$ cat config.mk
export PLATFORM = sky130hd
export DESIGN_NAME = mb_slave_decoder
export DESIGN_NICKNAME = d
export VERILOG_FILES = /design/src/logic/mb_slave_pkg.sv /design/src/logic/mb_slave_decoder.sv /design/src/logic/mb_reply_tx.sv
export VERILOG_INCLUDE_DIRS = /design/src /design/src/logic
export SDC_FILE = /design/constraint.sdc
export NUM_CORES = 1
export LEC_CHECK = 0
export BUFFER_PORTS_ARGS = -buffer_cell sky130_fd_sc_hd__buf_2
export CORE_UTILIZATION = 54
export DETAILED_ROUTE_END_ITERATION = 10
export GPL_TIMING_DRIVEN = 1
export PLACE_DENSITY_LB_ADDON = 0.12
export SYNTH_ARGS = -nofsm -noshare
export SYNTH_HDL_FRONTEND = slang
export SYNTH_SLANG_ARGS = --single-unit
export TNS_END_PERCENT = 30
$ cat constraint.sdc
create_clock -name I_CORE_CLK -period 4 [get_ports I_CORE_CLK]
set_clock_uncertainty 0.05 [all_clocks]
set_input_delay 0.4 -clock I_CORE_CLK [delete_from_list [all_inputs] [get_ports I_CORE_CLK]]
set_output_delay 0.4 -clock I_CORE_CLK [all_outputs]
set_load 0.03 [all_outputs]
$ cat src/logic/mb_slave_defs.svh
// constants for the serial request decoder: codes, lengths, field indices
`ifndef MB_SLAVE_DEFS_SVH
`define MB_SLAVE_DEFS_SVH

// ----------------------------------------------------------------------
// function codes
// ----------------------------------------------------------------------
`define FN_RD_COIL    8'h01
`define FN_RD_DIN     8'h02
`define FN_RD_HOLD    8'h03
`define FN_RD_INREG   8'h04
`define FN_WR_COIL    8'h05
`define FN_WR_REG     8'h06
`define FN_EXC_STAT   8'h07
`define FN_DIAG       8'h08
`define FN_WR_COILS   8'h0F
`define FN_WR_REGS    8'h10
`define FN_RW_REGS    8'h17
`define FN_DEV_ID     8'h2B
`define DEV_ID_TYPE   8'h0E
`define DIAG_ECHO     16'h0000

// ----------------------------------------------------------------------
// values, exception codes and addresses
// ----------------------------------------------------------------------
`define COIL_OFF      16'h0000
`define COIL_ON       16'hFF00
`define EXC_FLAG      8'h80
`define EXC_NONE      8'h00
`define EXC_ILL_FN    8'h01
`define EXC_ILL_VAL   8'h03
`define ADDR_BCAST    8'h00
`define ADDR_MIN      8'h01
`define ADDR_MAX      8'hF7
`define MASK_ALL      8'hFF
`define MASK_ONE      8'h01
`define COIL_STEP     16'h0008

// ----------------------------------------------------------------------
// byte positions within a frame and frame lengths
// ----------------------------------------------------------------------
`define IDX_FUNC      9'h001
`define IDX_F1_HI     9'h002
`define IDX_F1_LO     9'h003
`define IDX_F2_HI     9'h004
`define IDX_F2_LO     9'h005
`define IDX_CNT       9'h006
`define IDX_DATA      9'h007
`define IDX_SAT       9'h1FF
`define LEN_FIXED     9'h006
`define LEN_STAT      9'h002
`define LEN_CRC       9'h002
`define LEN_NONE      9'h000
`define REP_ECHO      3'h6
`define REP_SHORT     3'h3

`endif

$ cat src/logic/mb_slave_pkg.sv
// types shared by the request decoder
package mb_slave_pkg;
    typedef enum logic [1:0] {RX_IDLE, RX_TAKE, RX_SKIP} rx_state_t;
endpackage : mb_slave_pkg

$ cat src/logic/mb_slave_decoder.sv
// serial slave request decoder: parses frames, issues writes and replies
//
// Operation
// - a frame is slave address, function code, fields, then a 2-byte CRC.
// - read requests carry a 16-bit start and a 16-bit quantity, MSB first.
// - code 0x03 is taken as a holding-register read with start and count.
// - code 0x06 carries a 16-bit register address and a 16-bit value.
// - code 0x05 carries a coil address and a value of 0x0000 or 0xFF00.
// - diagnostics 0x08 supports only subfunction 0x0000 plus a data word.
// - for subfunction 0x0000 the query data word is echoed unchanged.
// - code 0x07 has only address, function code and CRC.
// - code 0x0F carries start, quantity, byte count and packed coil bytes.
// - coil bit 0 of the first byte is the start coil, ascending onward.
// - code 0x10 carries start, quantity, count of twice that, then words.
// - broadcast frames are accepted only for 0x05, 0x06, 0x0F and 0x10.
// - no reply is ever sent for a broadcast frame.
// - an error reply carries the function code with its MSB set and a code.
// - a good reply echoes the function code and carries the own address.
// - the block answers individually only to its address within 1..247.
`timescale 1ns/1ps
`include "mb_slave_defs.svh"
module mb_slave_decoder (
    // clock and reset
    input  wire logic        I_CORE_CLK,
    input  wire logic        I_RST_B,
    // received frame bytes, CRC checked upstream
    input  wire logic        I_RX_VALID,
    input  wire logic [7:0]  I_RX_DATA,
    input  wire logic        I_RX_END,
    input  wire logic        I_RX_CRC_OK,
    // configuration and status
    input  wire logic [7:0]  I_SLAVE_ADDR,
    input  wire logic [7:0]  I_EXC_STATUS,
    // write port towards the application
    output logic             O_WR_VALID,
    output logic             O_WR_COIL,
    output logic [15:0]      O_WR_ADDR,
    output logic [15:0]      O_WR_DATA,
    output logic [7:0]       O_WR_MASK,
    // read request towards the application
    output logic             O_RD_VALID,
    output logic [7:0]       O_RD_FUNC,
    output logic [15:0]      O_RD_ADDR,
    output logic [15:0]      O_RD_QTY,
    // frame status
    output logic             O_FRAME_DONE,
    output logic             O_FRAME_OK,
    // reply stream, CRC appended downstream
    output logic             O_TX_VALID,
    output logic [7:0]       O_TX_DATA,
    output logic             O_TX_LAST,
    input  wire logic        I_TX_READY
);
    // ------------------------------------------------------------------
    // helper functions
    // ------------------------------------------------------------------
    function automatic logic bcast_ok(input logic [7:0] fn);
        bcast_ok = (fn == `FN_WR_COIL) || (fn == `FN_WR_REG) ||
                   (fn == `FN_WR_COILS) || (fn == `FN_WR_REGS);
    endfunction : bcast_ok

    function automatic logic [8:0] exp_len(input logic [7:0] fn,
                                           input logic [7:0] cnt);
        case (fn)
            `FN_RD_COIL, `FN_RD_DIN, `FN_RD_HOLD, `FN_RD_INREG,
            `FN_WR_COIL, `FN_WR_REG, `FN_DIAG: exp_len = `LEN_FIXED;
            `FN_EXC_STAT:                      exp_len = `LEN_STAT;
            `FN_WR_COILS, `FN_WR_REGS:         exp_len = `IDX_DATA +
                                                         {1'b0, cnt};
            default:                           exp_len = `LEN_NONE;
        endcase
    endfunction : exp_len

    function automatic logic [7:0] exc_of(input logic [7:0]  fn,
                                          input logic [15:0] f1,
                                          input logic [15:0] f2,
                                          input logic [7:0]  cnt);
        case (fn)
            `FN_RD_COIL, `FN_RD_DIN, `FN_RD_HOLD, `FN_RD_INREG,
            `FN_WR_REG, `FN_EXC_STAT, `FN_WR_COILS, `FN_RW_REGS:
                exc_of = `EXC_NONE;
            `FN_WR_COIL: exc_of = (f2 == `COIL_OFF || f2 == `COIL_ON) ?
                                  `EXC_NONE : `EXC_ILL_VAL;
            `FN_DIAG:    exc_of = (f1 == `DIAG_ECHO) ?
                                  `EXC_NONE : `EXC_ILL_FN;
            `FN_WR_REGS: exc_of = ({9'h000, cnt} == {f2, 1'b0}) ?
                                  `EXC_NONE : `EXC_ILL_VAL;
            `FN_DEV_ID:  exc_of = (f1[15:8] == `DEV_ID_TYPE) ?
                                  `EXC_NONE : `EXC_ILL_FN;
            default:     exc_of = `EXC_ILL_FN;
        endcase
    endfunction : exc_of

    // ------------------------------------------------------------------
    // state
    // ------------------------------------------------------------------
    mb_slave_pkg::rx_state_t st_ff, nxt_st;
    logic [8:0]  idx_ff, nxt_idx;
    logic [7:0]  addr_ff, nxt_addr;
    logic [7:0]  func_ff, nxt_func;
    logic [15:0] f1_ff, nxt_f1;
    logic [15:0] f2_ff, nxt_f2;
    logic [7:0]  cnt_ff, nxt_cnt;
    logic [7:0]  hi_ff, nxt_hi;
    logic        wr_valid_ff, nxt_wr_valid;
    logic        wr_coil_ff, nxt_wr_coil;
    logic [15:0] wr_addr_ff, nxt_wr_addr;
    logic [15:0] wr_data_ff, nxt_wr_data;
    logic [7:0]  wr_mask_ff, nxt_wr_mask;
    logic        rd_valid_ff, nxt_rd_valid;
    logic        done_ff, nxt_done;
    logic        ok_ff, nxt_ok;
    logic        rep_load;
    logic [47:0] rep_bytes;
    logic [2:0]  rep_len;
    logic        rep_busy;
    logic [7:0]  exc;
    logic [8:0]  pos;
    logic [15:0] coil_off;
    logic [15:0] coil_rem;
    logic        own_ok;
    logic        is_bcast;
    logic        good;
    logic [8:0]  want;

    // own address outside 1..247 means only broadcasts are heard
    assign own_ok   = (I_SLAVE_ADDR >= `ADDR_MIN) &&
                      (I_SLAVE_ADDR <= `ADDR_MAX);
    assign is_bcast = (addr_ff == `ADDR_BCAST);
    assign exc      = exc_of(func_ff, f1_ff, f2_ff, cnt_ff);
    assign pos      = idx_ff - `IDX_DATA;
    assign coil_off = {5'h00, pos[7:0], 3'h0};
    assign coil_rem = f2_ff - coil_off;
    assign want     = exp_len(func_ff, cnt_ff);
    assign good     = I_RX_CRC_OK && (st_ff == mb_slave_pkg::RX_TAKE) &&
                      (want == `LEN_NONE || idx_ff == want + `LEN_CRC);

    // ------------------------------------------------------------------
    // frame parser, write issue and reply selection
    // ------------------------------------------------------------------
    always_comb begin
        nxt_st       = st_ff;
        nxt_idx      = idx_ff;
        nxt_addr     = addr_ff;
        nxt_func     = func_ff;
        nxt_f1       = f1_ff;
        nxt_f2       = f2_ff;
        nxt_cnt      = cnt_ff;
        nxt_hi       = hi_ff;
        nxt_wr_valid = 1'b0;
        nxt_wr_coil  = wr_coil_ff;
        nxt_wr_addr  = wr_addr_ff;
        nxt_wr_data  = wr_data_ff;
        nxt_wr_mask  = wr_mask_ff;
        nxt_rd_valid = 1'b0;
        nxt_done     = 1'b0;
        nxt_ok       = ok_ff;
        rep_load     = 1'b0;
        rep_len      = `REP_ECHO;
        rep_bytes    = {I_SLAVE_ADDR, func_ff, f1_ff, f2_ff};
        if (I_RX_END) begin
            nxt_st  = mb_slave_pkg::RX_IDLE;
            nxt_idx = 9'h000;
            if (st_ff != mb_slave_pkg::RX_IDLE) begin
                nxt_done = 1'b1;
                nxt_ok   = good && (exc == `EXC_NONE);
            end
            // single writes wait for the checked end of frame
            if (good && exc == `EXC_NONE) begin
                if (func_ff == `FN_WR_COIL) begin
                    nxt_wr_valid = 1'b1;
                    nxt_wr_coil  = 1'b1;
                    nxt_wr_addr  = f1_ff;
                    nxt_wr_data  = {15'h0000, f2_ff == `COIL_ON};
                    nxt_wr_mask  = `MASK_ONE;
                end else if (func_ff == `FN_WR_REG) begin
                    nxt_wr_valid = 1'b1;
                    nxt_wr_coil  = 1'b0;
                    nxt_wr_addr  = f1_ff;
                    nxt_wr_data  = f2_ff;
                    nxt_wr_mask  = `MASK_ALL;
                end
            end
            if (good && !is_bcast) begin
                if (exc != `EXC_NONE) begin
                    rep_load  = !rep_busy;
                    rep_len   = `REP_SHORT;
                    rep_bytes = {I_SLAVE_ADDR, func_ff | `EXC_FLAG,
                                 exc, 24'h000000};
                end else if (func_ff == `FN_EXC_STAT) begin
                    rep_load  = !rep_busy;
                    rep_len   = `REP_SHORT;
                    rep_bytes = {I_SLAVE_ADDR, func_ff, I_EXC_STATUS,
                                 24'h000000};
                end else if (func_ff == `FN_WR_COIL ||
                             func_ff == `FN_WR_REG ||
                             func_ff == `FN_DIAG ||
                             func_ff == `FN_WR_COILS ||
                             func_ff == `FN_WR_REGS) begin
                    rep_load  = !rep_busy;
                end else begin
                    nxt_rd_valid = 1'b1;
                end
            end
        end else if (I_RX_VALID) begin
            if (idx_ff != `IDX_SAT) begin
                nxt_idx = idx_ff + 9'h001;
            end
            case (st_ff)
                mb_slave_pkg::RX_IDLE: begin
                    nxt_idx  = `IDX_FUNC;
                    nxt_addr = I_RX_DATA;
                    nxt_f1   = 16'h0000;
                    nxt_f2   = 16'h0000;
                    nxt_cnt  = 8'h00;
                    nxt_st   = ((own_ok && I_RX_DATA == I_SLAVE_ADDR) ||
                                I_RX_DATA == `ADDR_BCAST) ?
                               mb_slave_pkg::RX_TAKE :
                               mb_slave_pkg::RX_SKIP;
                end
                mb_slave_pkg::RX_TAKE: begin
                    case (idx_ff)
                        `IDX_FUNC: begin
                            nxt_func = I_RX_DATA;
                            if (is_bcast && !bcast_ok(I_RX_DATA)) begin
                                nxt_st = mb_slave_pkg::RX_SKIP;
                            end
                        end
                        `IDX_F1_HI: nxt_f1[15:8] = I_RX_DATA;
                        `IDX_F1_LO: nxt_f1[7:0]  = I_RX_DATA;
                        `IDX_F2_HI: nxt_f2[15:8] = I_RX_DATA;
                        `IDX_F2_LO: nxt_f2[7:0]  = I_RX_DATA;
                        `IDX_CNT:   nxt_cnt      = I_RX_DATA;
                        default: begin
                            // multi writes go out as bytes arrive
                            if (pos < {1'b0, cnt_ff} &&
                                exc == `EXC_NONE) begin
                                if (func_ff == `FN_WR_COILS) begin
                                    nxt_wr_valid = 1'b1;
                                    nxt_wr_coil  = 1'b1;
                                    nxt_wr_addr  = f1_ff + coil_off;
                                    nxt_wr_data  = {8'h00, I_RX_DATA};
                                    nxt_wr_mask  =
                                        (coil_rem >= `COIL_STEP) ?
                                        `MASK_ALL :
                                        (`MASK_ONE << coil_rem[2:0]) -
                                        `MASK_ONE;
                                end else if (func_ff == `FN_WR_REGS) begin
                                    if (!pos[0]) begin
                                        nxt_hi = I_RX_DATA;
                                    end else begin
                                        nxt_wr_valid = 1'b1;
                                        nxt_wr_coil  = 1'b0;
                                        nxt_wr_addr  = f1_ff +
                                            {8'h00, pos[8:1]};
                                        nxt_wr_data  = {hi_ff,
                                                        I_RX_DATA};
                                        nxt_wr_mask  = `MASK_ALL;
                                    end
                                end
                            end
                        end
                    endcase
                end
                mb_slave_pkg::RX_SKIP: nxt_st = mb_slave_pkg::RX_SKIP;
                default:               nxt_st = mb_slave_pkg::RX_IDLE;
            endcase
        end
    end

    always_ff @(posedge I_CORE_CLK or negedge I_RST_B) begin
        if (!I_RST_B) begin
            st_ff       <= mb_slave_pkg::RX_IDLE;
            idx_ff      <= 9'h000;
            addr_ff     <= 8'h00;
            func_ff     <= 8'h00;
            f1_ff       <= 16'h0000;
            f2_ff       <= 16'h0000;
            cnt_ff      <= 8'h00;
            hi_ff       <= 8'h00;
            wr_valid_ff <= 1'b0;
            wr_coil_ff  <= 1'b0;
            wr_addr_ff  <= 16'h0000;
            wr_data_ff  <= 16'h0000;
            wr_mask_ff  <= 8'h00;
            rd_valid_ff <= 1'b0;
            done_ff     <= 1'b0;
            ok_ff       <= 1'b0;
        end else begin
            st_ff       <= nxt_st;
            idx_ff      <= nxt_idx;
            addr_ff     <= nxt_addr;
            func_ff     <= nxt_func;
            f1_ff       <= nxt_f1;
            f2_ff       <= nxt_f2;
            cnt_ff      <= nxt_cnt;
            hi_ff       <= nxt_hi;
            wr_valid_ff <= nxt_wr_valid;
            wr_coil_ff  <= nxt_wr_coil;
            wr_addr_ff  <= nxt_wr_addr;
            wr_data_ff  <= nxt_wr_data;
            wr_mask_ff  <= nxt_wr_mask;
            rd_valid_ff <= nxt_rd_valid;
            done_ff     <= nxt_done;
            ok_ff       <= nxt_ok;
        end
    end

    // read requests carry the frame fields, which hold until the next frame
    assign O_WR_VALID   = wr_valid_ff;
    assign O_WR_COIL    = wr_coil_ff;
    assign O_WR_ADDR    = wr_addr_ff;
    assign O_WR_DATA    = wr_data_ff;
    assign O_WR_MASK    = wr_mask_ff;
    assign O_RD_VALID   = rd_valid_ff;
    assign O_RD_FUNC    = func_ff;
    assign O_RD_ADDR    = f1_ff;
    assign O_RD_QTY     = f2_ff;
    assign O_FRAME_DONE = done_ff;
    assign O_FRAME_OK   = ok_ff;

    // ------------------------------------------------------------------
    // reply serializer
    // ------------------------------------------------------------------
    mb_reply_tx u_reply (
        .i_clk      (I_CORE_CLK),
        .i_rst_b    (I_RST_B),
        .i_load     (rep_load),
        .i_bytes    (rep_bytes),
        .i_len      (rep_len),
        .o_busy     (rep_busy),
        .o_tx_valid (O_TX_VALID),
        .o_tx_data  (O_TX_DATA),
        .o_tx_last  (O_TX_LAST),
        .i_tx_ready (I_TX_READY)
    );
endmodule : mb_slave_decoder

$ cat src/logic/mb_reply_tx.sv
// reply byte serializer: sends up to six loaded bytes, first byte first
`timescale 1ns/1ps
`include "mb_slave_defs.svh"
module mb_reply_tx (
    // clock and reset
    input  wire logic        i_clk,
    input  wire logic        i_rst_b,
    // load side
    input  wire logic        i_load,
    input  wire logic [47:0] i_bytes,
    input  wire logic [2:0]  i_len,
    output logic             o_busy,
    // byte stream
    output logic             o_tx_valid,
    output logic [7:0]       o_tx_data,
    output logic             o_tx_last,
    input  wire logic        i_tx_ready
);
    logic [47:0] buf_ff;
    logic [47:0] nxt_buf;
    logic [2:0]  left_ff;
    logic [2:0]  nxt_left;

    // ------------------------------------------------------------------
    // shift register; a load is only taken while idle
    // ------------------------------------------------------------------
    always_comb begin
        nxt_buf  = buf_ff;
        nxt_left = left_ff;
        if (left_ff == 3'h0) begin
            if (i_load) begin
                nxt_buf  = i_bytes;
                nxt_left = i_len;
            end
        end else if (i_tx_ready) begin
            nxt_buf  = {buf_ff[39:0], 8'h00};
            nxt_left = left_ff - 3'h1;
        end
    end

    always_ff @(posedge i_clk or negedge i_rst_b) begin
        if (!i_rst_b) begin
            buf_ff  <= 48'h000000000000;
            left_ff <= 3'h0;
        end else begin
            buf_ff  <= nxt_buf;
            left_ff <= nxt_left;
        end
    end

    // handshake outputs may be combinational, data comes from the flops
    assign o_busy     = (left_ff != 3'h0);
    assign o_tx_valid = (left_ff != 3'h0);
    assign o_tx_last  = (left_ff == 3'h1);
    assign o_tx_data  = buf_ff[47:40];
endmodule : mb_reply_tx

# == Word-level counts from Yosys, hierarchy flattened ==
# Cells that the tools add are included.
# Widths: inputs -> output; s select.
# totals
register_bits,171
inputBits,30
out_inout_bits,95
wordCells,243
# classes
add_sub_neg,9
magnitude_cmp,4
n_eq_ne,42
shift,1
n_mux,106
n_bitwise,4
n_reduce_logical,57
# ops
operator,n
$mux 16,22
$mux 48,3
$mux 8,17
$mux 40,3
$pmux 16 s2,2
$eq 8x3->1 const B,6
$mux 1,36
$mux 9,4
$eq 8x4->1 const B,4
$logic_not 16->1,2
$mux 32,1
$eq 9x3->1 const B,3
$pmux 9 s3,1
$eq 8x5->1 const B,3
$logic_not 8->1,3
$reduce_and 4->1,6
$mux 3,7
$eq 9x2->1 const B,2
$eq 8x17->1,1
$add 16x11->16,1
$add 16x8->16,1
$eq 16x16->1 const B,1
$eq 8x2->1 const B,2
$ge 16x4->1 const B,1
other kinds (45),91

# == Depth between registers and ports, before layout ==
# Gate-level depths: netlist of the first run.
# depth
word_depth,12
mapped_depth,20
ltp_nobuf,16

# == Cells and area by module ==
# A second synthesis of the first run with hierarchy kept.
# unflattened
cells_unflattened,1119
area_unflattened_um2,10694.0
# by_module_without_submodules
module,instances,cells_each,area_each_um2,seq_area_each_um2
mb_slave_decoder,1,932,8315.5,3002.9
mb_reply_tx,1,187,2378.5,1276.2

# == Least setup slack after synthesis of the first run ==
# OpenSTA, ideal clock, no wires.
# synth_timing
kind,flip-flop to flip-flop
start,"register func_ff[1], in the netlist O_RD_FUNC[1]"
end,"register wr_addr_ff[10], in the netlist O_WR_ADDR[10]"
setup_time_ns,0.128
arrival_time_ns,3.863
t_required_ns,3.822
path_slack_ns,-0.040
stages_incl_launch_ff,17
n_path_buf,3
period_less_slack_ns,4.040
path_cell_list,dfrtp_1 -> buf_2 -> or4b_1 -> a41o_1 -> a21oi_1 -> ha_1 -> nor2_1 -> o211a_1 -> or3_1 -> nand3_1 -> xnor2_1 -> nor4_1 -> o22a_1 -> buf_4 -> a31oi_4 -> buf_6 -> mux2_1
# synth_via
elab_chain_cells,10
word_cells_on_any_way,39
cone_classes,add/sub: 1; eq/ne: 15; mux: 10; reduce/logical: 13
# synth_lines
element,line,text
"start, declared",mb_slave_decoder.sv:100,"logic [7:0] func_ff, nxt_func;"
"start signal, assigned",mb_slave_decoder.sv:293,func_ff <= nxt_func;
$eq 8x3->1 (tied with other cells),"mb_slave_decoder.sv:64, mb_slave_decoder.sv:78",
$reduce_or 7->1 / $reduce_or 2->1 (equally long branches),mb_slave_decoder.sv:64,case (fn)
$pmux 9 s3,mb_slave_decoder.sv:64,
$add 9x2->9 (no source line),--,
$eq 9x9->1 (no source line),--,
$logic_or 1x1->1 (no source line),--,
$logic_and 1x1->1,mb_slave_decoder.sv:135,assign good = I_RX_CRC_OK && (st_ff == mb_slave_pkg::RX_TAKE) &&
$logic_and 1x1->1 (no source line),--,
$ne 2x1->1 (no source line),--,
$reduce_and 8->1 (no source line),--,
"end signal, assigned",mb_slave_decoder.sv:300,wr_addr_ff <= nxt_wr_addr;
"end, declared",mb_slave_decoder.sv:107,"logic [15:0] wr_addr_ff, nxt_wr_addr;"
# Several ways; a longest one is shown, not always the timed one. The select of a mux whose other input is x is not followed.
# A chain may end at the register's enable or synchronous reset.

# == Worst setup path after layout of the first run ==
# layout_timing
start,"register func_ff[1], in the netlist O_RD_FUNC[1]"
end,"register wr_data_ff[10], in the netlist O_WR_DATA[10]"
# layout_via
elab_chain_cells,10
word_cells_on_any_way,39
cone_classes,add/sub: 1; eq/ne: 15; mux: 10; reduce/logical: 13
# layout_lines
element,line,text
$eq 8x3->1 (tied with other cells),"mb_slave_decoder.sv:64, mb_slave_decoder.sv:78",
$reduce_or 7->1 / $reduce_or 2->1 (equally long branches),mb_slave_decoder.sv:64,
$pmux 9 s3,mb_slave_decoder.sv:64,
$add 9x2->9 (no source line),--,
$eq 9x9->1 (no source line),--,
$logic_or 1x1->1 (no source line),--,
$logic_and 1x1->1,mb_slave_decoder.sv:135,
$logic_and 1x1->1 (no source line),--,
$ne 2x1->1 (no source line),--,
$reduce_and 8->1 (no source line),--,
"end signal, assigned",mb_slave_decoder.sv:301,wr_data_ff <= nxt_wr_data;
"end, declared",mb_slave_decoder.sv:108,"logic [15:0] wr_data_ff, nxt_wr_data;"
# Several ways; a longest one is shown, not always the timed one. The select of a mux whose other input is x is not followed.

==> run summary, run 1 <==
depth of the CTS H-tree = 4
fmax = 0.259 GHz
vias in the first global route = 8974
TritonCTS clock tree = yes
Filler Cell Count = 1534
count of final hold-check violations = 12
Max stage delay on crit path = 530 ps
Area Growth Syn to Fin = 19.5%
placed insts = 1508
vias = 9486
cell internal pwr = 0.00317 W
worst skew pair latency = 430 ps
status = finished with violations
sw frac = 0.317
Synth Instances = 1136
Flop pwr share = 0.446
Residual DRC = 0
Period minus WS final = 3860 ps
Row Count = 50
Slew @ Worst Pin = 991 ps
clk sinks = 171
fin crit share = 0.966
static leakage = 6.04 nW
pin count of the biggest net entering global routing = 90
CP Class = reg2reg
drt wl/cell = 21.0 um
final hold slack = -35.0 ps
mux share of post-synthesis cell area = 0.0683
grt ovf = 0
simple logic cell fraction of the synthesized area = 0.171
post-route ant nets = 0
Synth Area in Compound Gates = 0.186
FF+latch count, synth = 171
Setup crit start kind = flop
Worst Reg2Reg Path Length in Cells = 14
CP Data Arrival Time = 4130 ps
Root Buffer = clkbuf_16
Gate power share = 0.187
Crit. End Element = flop
synth warn = 0
Reg area = 4280 um2
max cap viols = 0
post-synthesis average cell area = 9.13 um2
syn_nets = 1213
commonest non-fill, non-tap cell in the layout = dfrtp_1
top cell type by total area after synthesis = dfrtp_1
antenna cells = 0
setup ws final = 137 ps
share of layout cells above drive strength 1 = 0.235
Pins Over Slew Limit = 0
share of the synthesized area in the top cell type = 0.413
Via-to-Cell Ratio = 6.15
Clk network pwr share = 0.367
top_reg_cell synth = dfrtp_1
Post-synth EDFFs = 0
pwr/cell area = 374 nW/um2
Required @ worst endpoint = 4260 ps
Multi-input gate area = 5630 um2
IO Count = 125
post-DP HPWL = 23300 um
Worst R2R Start = O_RD_FUNC[1]
CP Cell Sequence = or4b_4 > a41o_1 > a21oi_2 > ha_2 > nor2_1 > o211a_1 > or3_1 > nand3_1 > xnor2_1 > nor4_2 > o22a_2 > a31oi_4 > buf_12 > mux2_1
net switching power = 0.00147 W
clock buffer count from CTS = 17
Core ar. = 18800 um2
failing checks = hold timing
cell at the slowest stage of the critical path = or4b_4
share of synthesized registers carrying an async set or reset = 1.00
XOR/XNOR share of the synthesized area = 0.0481
Die Height = 141 um
crit path capture = O_WR_DATA[10]
Synth Area in Adders = 0.0589
worst setup path startpoint = O_RD_FUNC[1]
critical path peak fanout = 42
Max IR drop VDD = 0.382 mV
slew margin rel. = 0.337
port bufs = 124
die width = 141 um
worst slack, placed = 122 ps
hold_buf cts = 0
sequential fraction of the synthesis area = 0.413
Syn Std Cell Area = 10400 um2
Cell Count, Final, Fillers Out = 1543
Worst R2R Setup Slack = 140 ps
first-pass GRT wire length = 50000 um
Final setup viols = 0
fin nets = 1373
deepest clock path buffer count = 2
GRT Overall Usage = 0.333
Die Area = 19800 um2
Initial Util = 0.553
Final Wtd Congestion = 0.940
Distinct cells, synth = 81
RR Endpoint = O_WR_DATA[10]
main combinational cell family by area after synthesis = compound AO/OA/AOI/OAI gates
Worst-path clk slew = 70 ps
WL final = 32400 um
antenna violations before repair = 0
most frequent cells in the layout = 169 x dfrtp_1, 128 x nand2_1, 123 x buf_2
Detailed Route Iter0 Violations = 848
Synth area leaders = dfrtp_1 41%, ha_1 5.3%, nand2_1 4.6%
DRT Pass-1 Iters = 5
Hold WC Path Type = in2async
==> worst min path at each step <==
stage,start,end,slack (ps),cells past startpoint
after floorplan,I_RST_B,O_FRAME_DONE,50,0
after global placement,addr_ff[2],addr_ff[2],420,2
after detailed placement,addr_ff[2],addr_ff[2],420,2
after CTS,I_RST_B,O_RD_FUNC[3],30,1
after global routing,I_RST_B,O_RD_FUNC[3],50,1
final,I_RST_B,O_RD_FUNC[3],-30,1
==> sequential cells by signal (all words and copies together) (netlist names), 2 cells and up <==
register,cells
u_reply.buf_ff,48
O_WR_ADDR,16
O_WR_DATA,16
st_ff,2
O_WR_MASK,8
addr_ff,8
u_reply.left_ff,3
O_RD_QTY,16
idx_ff,9
O_RD_FUNC,8
hi_ff,8
O_RD_ADDR,16
cnt_ff,8
==> metrics by stage <==
stage / instance area (um2) / util / setup TNS [ps] / total power [W]
detailed placement: 11600 / 0.621 / 0 / 0.00294
global route: 12400 / 0.661 / -200 / 0.00485
finish: 12400 / 0.661 / 0 / 0.00464
floorplan: 10400 / - / 0 / 0.00270
global placement: 11600 / 0.621 / 0 / 0.00292
CTS: 12200 / 0.653 / 0 / 0.00462
==> synthesized netlist by cell type (all sizes together), types with 8 or more instances <==
cell type,count
dfrtp,171
nand2,128
nor2,91
a21oi,82
o21ai,75
mux2,62
inv,55
clkbuf,48
ha,44
xnor2,35
nand3,33
a31oi,28
buf,28
nor3,27
xor2,22
nor4,19
a22o,16
nand4,12
o22ai,11
nor2b,9
a221oi,8
nand2b,8
nor3b,8
o21a,8
o21bai,8
==> metal layers <==
layer  wire length [um]  GRT usage  share of wire
met1              13800      0.448           0.43
met2              14800      0.529           0.46
met3               2760     0.0642          0.085
met4               1050      0.138          0.032
met5                  0          0              0
==> area by class of cell <==
cell class	count	share of cell area
inverters	55	0.0167
repair buffers	217	0.112
multi-input cells	834	0.454
clock buffers	19	0.0365
well taps	234	0.0236
flip-flops and latches	171	0.345
clock inverters	13	0.0120
==> power groups by stage <==
stage / Combinational, W / Clock, W / Sequential (W)
3_3_place_gp: 0.000817 / 0 / 0.00210
6_report: 0.000870 / 0.00170 / 0.00207
5_1_grt: 0.000967 / 0.00179 / 0.00209
3_5_place_dp: 0.000835 / 0 / 0.00210
2_1_floorplan: 0.000632 / 0 / 0.00206
4_1_cts: 0.000840 / 0.00172 / 0.00207
==> critical path, delay by kind of cell (launching register included) <==
family	cells	cell delay [ps]
AND/OR/NAND/NOR	5	1090
flip-flops	1	450
multiplexers	1	370
XOR/XNOR	1	150
buffers and inverters	1	260
AO/OA/AOI/OAI	5	1100
adder cells (fa/ha/maj)	1	230
==> cells by family after synthesis <==
logic type	after synthesis
buf+inv	131
mux	63
simple gates	372
xor+xnor	57
flops	171
compound gates	295
fa+ha+maj	47
==> timing repair <==
| action | CTS | global route |
|---|---|---|
| setup endpoints to repair | 0 | 92 |
| setup buffers | 0 | 2 |
| gates resized for setup | 0 | 23 |
No activity file was read; power rests on OpenSTA's default activity.
==> inputs of run 2 (changes only) <==
Settings changed: CORE_UTILIZATION 54 to 59, GPL_ROUTABILITY_DRIVEN set to 0.
Clock period 4 ns to 3.7 ns, I/O delays scaled along.
==> run summary, run 2 (synthesis results as in run 1) <==
status = finished with violations
failing checks = hold timing, setup timing
Pins Over Slew Limit = 0 (unchanged)
cell family with most CP delay = simple AND/OR/NAND/NOR gates
CP Class = reg2reg
deepest clock path buffer count = 2 (unchanged)
Max stage delay on crit path = 570 ps (+40 ps)
max FFs per register = 48 (unchanged)
Period minus WS final = 3900 ps (+38.7 ps)
depth of the CTS H-tree = 4 (unchanged)
TritonCTS clock tree = yes
antenna cells = 0 (unchanged)
vias in the first global route = 9309 (+3.7%)
Multi-input gate area = 5860 um2 (+4.1%)
Worst R2R Setup Slack = -200 ps (-340 ps)
Reg area = 4280 um2 (about the same)
Worst Reg2Reg Path Length in Cells = 16 (+2)
drt wl/cell = 21.4 um (+1.9%)
GRT Overall Usage = 0.371 (+0.0380)
final hold slack = -29.2 ps (+5.74 ps)
Required @ worst endpoint = 3980 ps (-280 ps)
fin crit share = 1.05 (+0.0888)
Worst-path clk slew = 70 ps (about the same)
crit path buf inv count = 2 (+1)
Detailed Route Iter0 Violations = 943 (+11%)
share of layout cells above drive strength 1 = 0.289 (+0.0533)
hold_buf cts = 0 (unchanged)
worst skew pair latency = 450 ps (+20 ps)
clock buffer count from CTS = 17 (unchanged)
Residual DRC = 0 (unchanged)
RR Endpoint = O_WR_DATA[7]
total power draw = 0.00528 W (+14%)
Die Area = 18100 um2 (-8.4%)
Final setup viols = 91 (+91)
antenna violations before repair = 1 (+1)
worst setup path startpoint = O_RD_FUNC[2]
Setup crit start kind = flop
grt ovf = 0 (unchanged)
Hold WC Path Type = in2async
pwr/cell area = 406 nW/um2 (+8.4%)
pin count of the biggest net entering global routing = 93 (+3.3%)
IO Count = 125 (unchanged)
vias = 9892 (+4.3%)
first-pass GRT wire length = 50700 um (+1.5%)
Worst R2R Start = O_RD_FUNC[2]
Root Buffer = clkbuf_16
RSZ-0062 raised after global routing = true
setup ws final = -202 ps (-339 ps)
port bufs = 124 (unchanged)
post-DP HPWL = 22900 um (-1.4%)
Die Height = 135 um (-4.3%)
critical path peak fanout = 11 (-74%)
fin nets = 1405 (+2.3%)
CP Data Arrival Time = 4180 ps (+50 ps)
WL final = 33600 um (+3.5%)
Max IR drop VDD = 0.399 mV (+4.5%)
clk sinks = 171 (unchanged)
cell at the slowest stage of the critical path = or4b_4
max cap viols = 0 (unchanged)
setup_tns = -10950 ps (-10950 ps)
Core ar. = 17200 um2 (-8.2%)
Largest Register = u_reply.buf_ff
commonest non-fill, non-tap cell in the layout = dfrtp_1
die width = 135 um (-4.3%)
post-route ant nets = 0 (unchanged)
DRT Pass-1 Iters = 6 (+1)
Crit. End Element = flop
Initial Util = 0.602 (+0.0491)
most frequent cells in the layout = 168 x dfrtp_1, 128 x nand2_1, 123 x buf_2
static leakage = 6.36 nW (+5.2%)
Filler Cell Count = 1201 (-22%)
slew margin rel. = 0.136 (-0.201)
Via-to-Cell Ratio = 6.32 (+2.7%)
Slew @ Worst Pin = 1290 ps (+299 ps)
count of final hold-check violations = 18 (+6)
fmax = 0.256 GHz (-0.99%)
WP depth = 16 (+2)
crit path capture = O_WR_DATA[7]
Row Count = 48 (-4.0%)
CP Cell Sequence = or4b_4 > o22ai_4 > a21oi_1 > nor2_1 > ha_2 > nor2_2 > o211a_1 > or3_1 > nand3_1 > xnor2_1 > nor4_2 > o22a_2 > a31oi_4 > buf_6 > buf_12 > mux2_4
Area Growth Syn to Fin = 25.3%
[run 2: cell types whose count changed in the layout (fill, tap and decap cells not counted), sizes merged]
cell	change
clkinvlp	-3
bufinv	+3
inv	-1
clkbuf	-1
buf	+32
clkinv	+2
[run 2: timing repair]
| action | 4_1_cts | 5_1_grt |
|---|---|---|
| setup buffers | 7 | 4 |
| gates resized for setup | 34 | 48 |
| pin swaps | 16 | 11 |
| setup endpoints to repair | 92 | 102 |
| gates cloned | 3 | 2 |
[run 2: stage by stage]
step	area [um2]	worst slack (ps)	cells	utilization
detailed placement	11900	-263	1523	0.689
global placement	11900	-155	1523	0.689
floorplan	10400	-225	1136	-
global route	13000	-317	1566	0.754
finish	13000	-202	1566	0.754
CTS	12800	-156	1565	0.745
[run 2: routing by layer]
metal  part of all wire  wire length [um]  global-route usage
met1               0.39             13200               0.484
met2               0.47             15700               0.601
met3              0.096              3230              0.0709
met4              0.043              1440               0.169
met5                  0                 0                   0
[run 2: worst min path at each step]
| stage | start | to | cells after the start |
|---|---|---|---|
| after global routing | I_RST_B | O_FRAME_OK | 1 |
| after detailed placement | O_WR_DATA[11] | O_WR_DATA[11] | 1 |
| after CTS | I_RST_B | O_FRAME_OK | 1 |
| after global placement | addr_ff[2] | addr_ff[2] | 2 |
| after floorplan | I_RST_B | O_FRAME_DONE | 0 |
| final | I_RST_B | O_FRAME_OK | 1 |
[run 2: layout make-up]
class,instances,share of cell area
clock buffer,18,0.0338
clock inverter,14,0.0172
inverter,55,0.0159
multi-input combinational,834,0.451
sequential,171,0.329
tap,225,0.0217
timing repair buffer,249,0.131
[run 2: report_power, final]
part           total, W  leakage [nW]  internal, W  switching, W
sequential      0.00225          2.25      0.00210      0.000155
clock           0.00203         0.326      0.00118      0.000853
combinational  0.000991          3.78     0.000366      0.000624
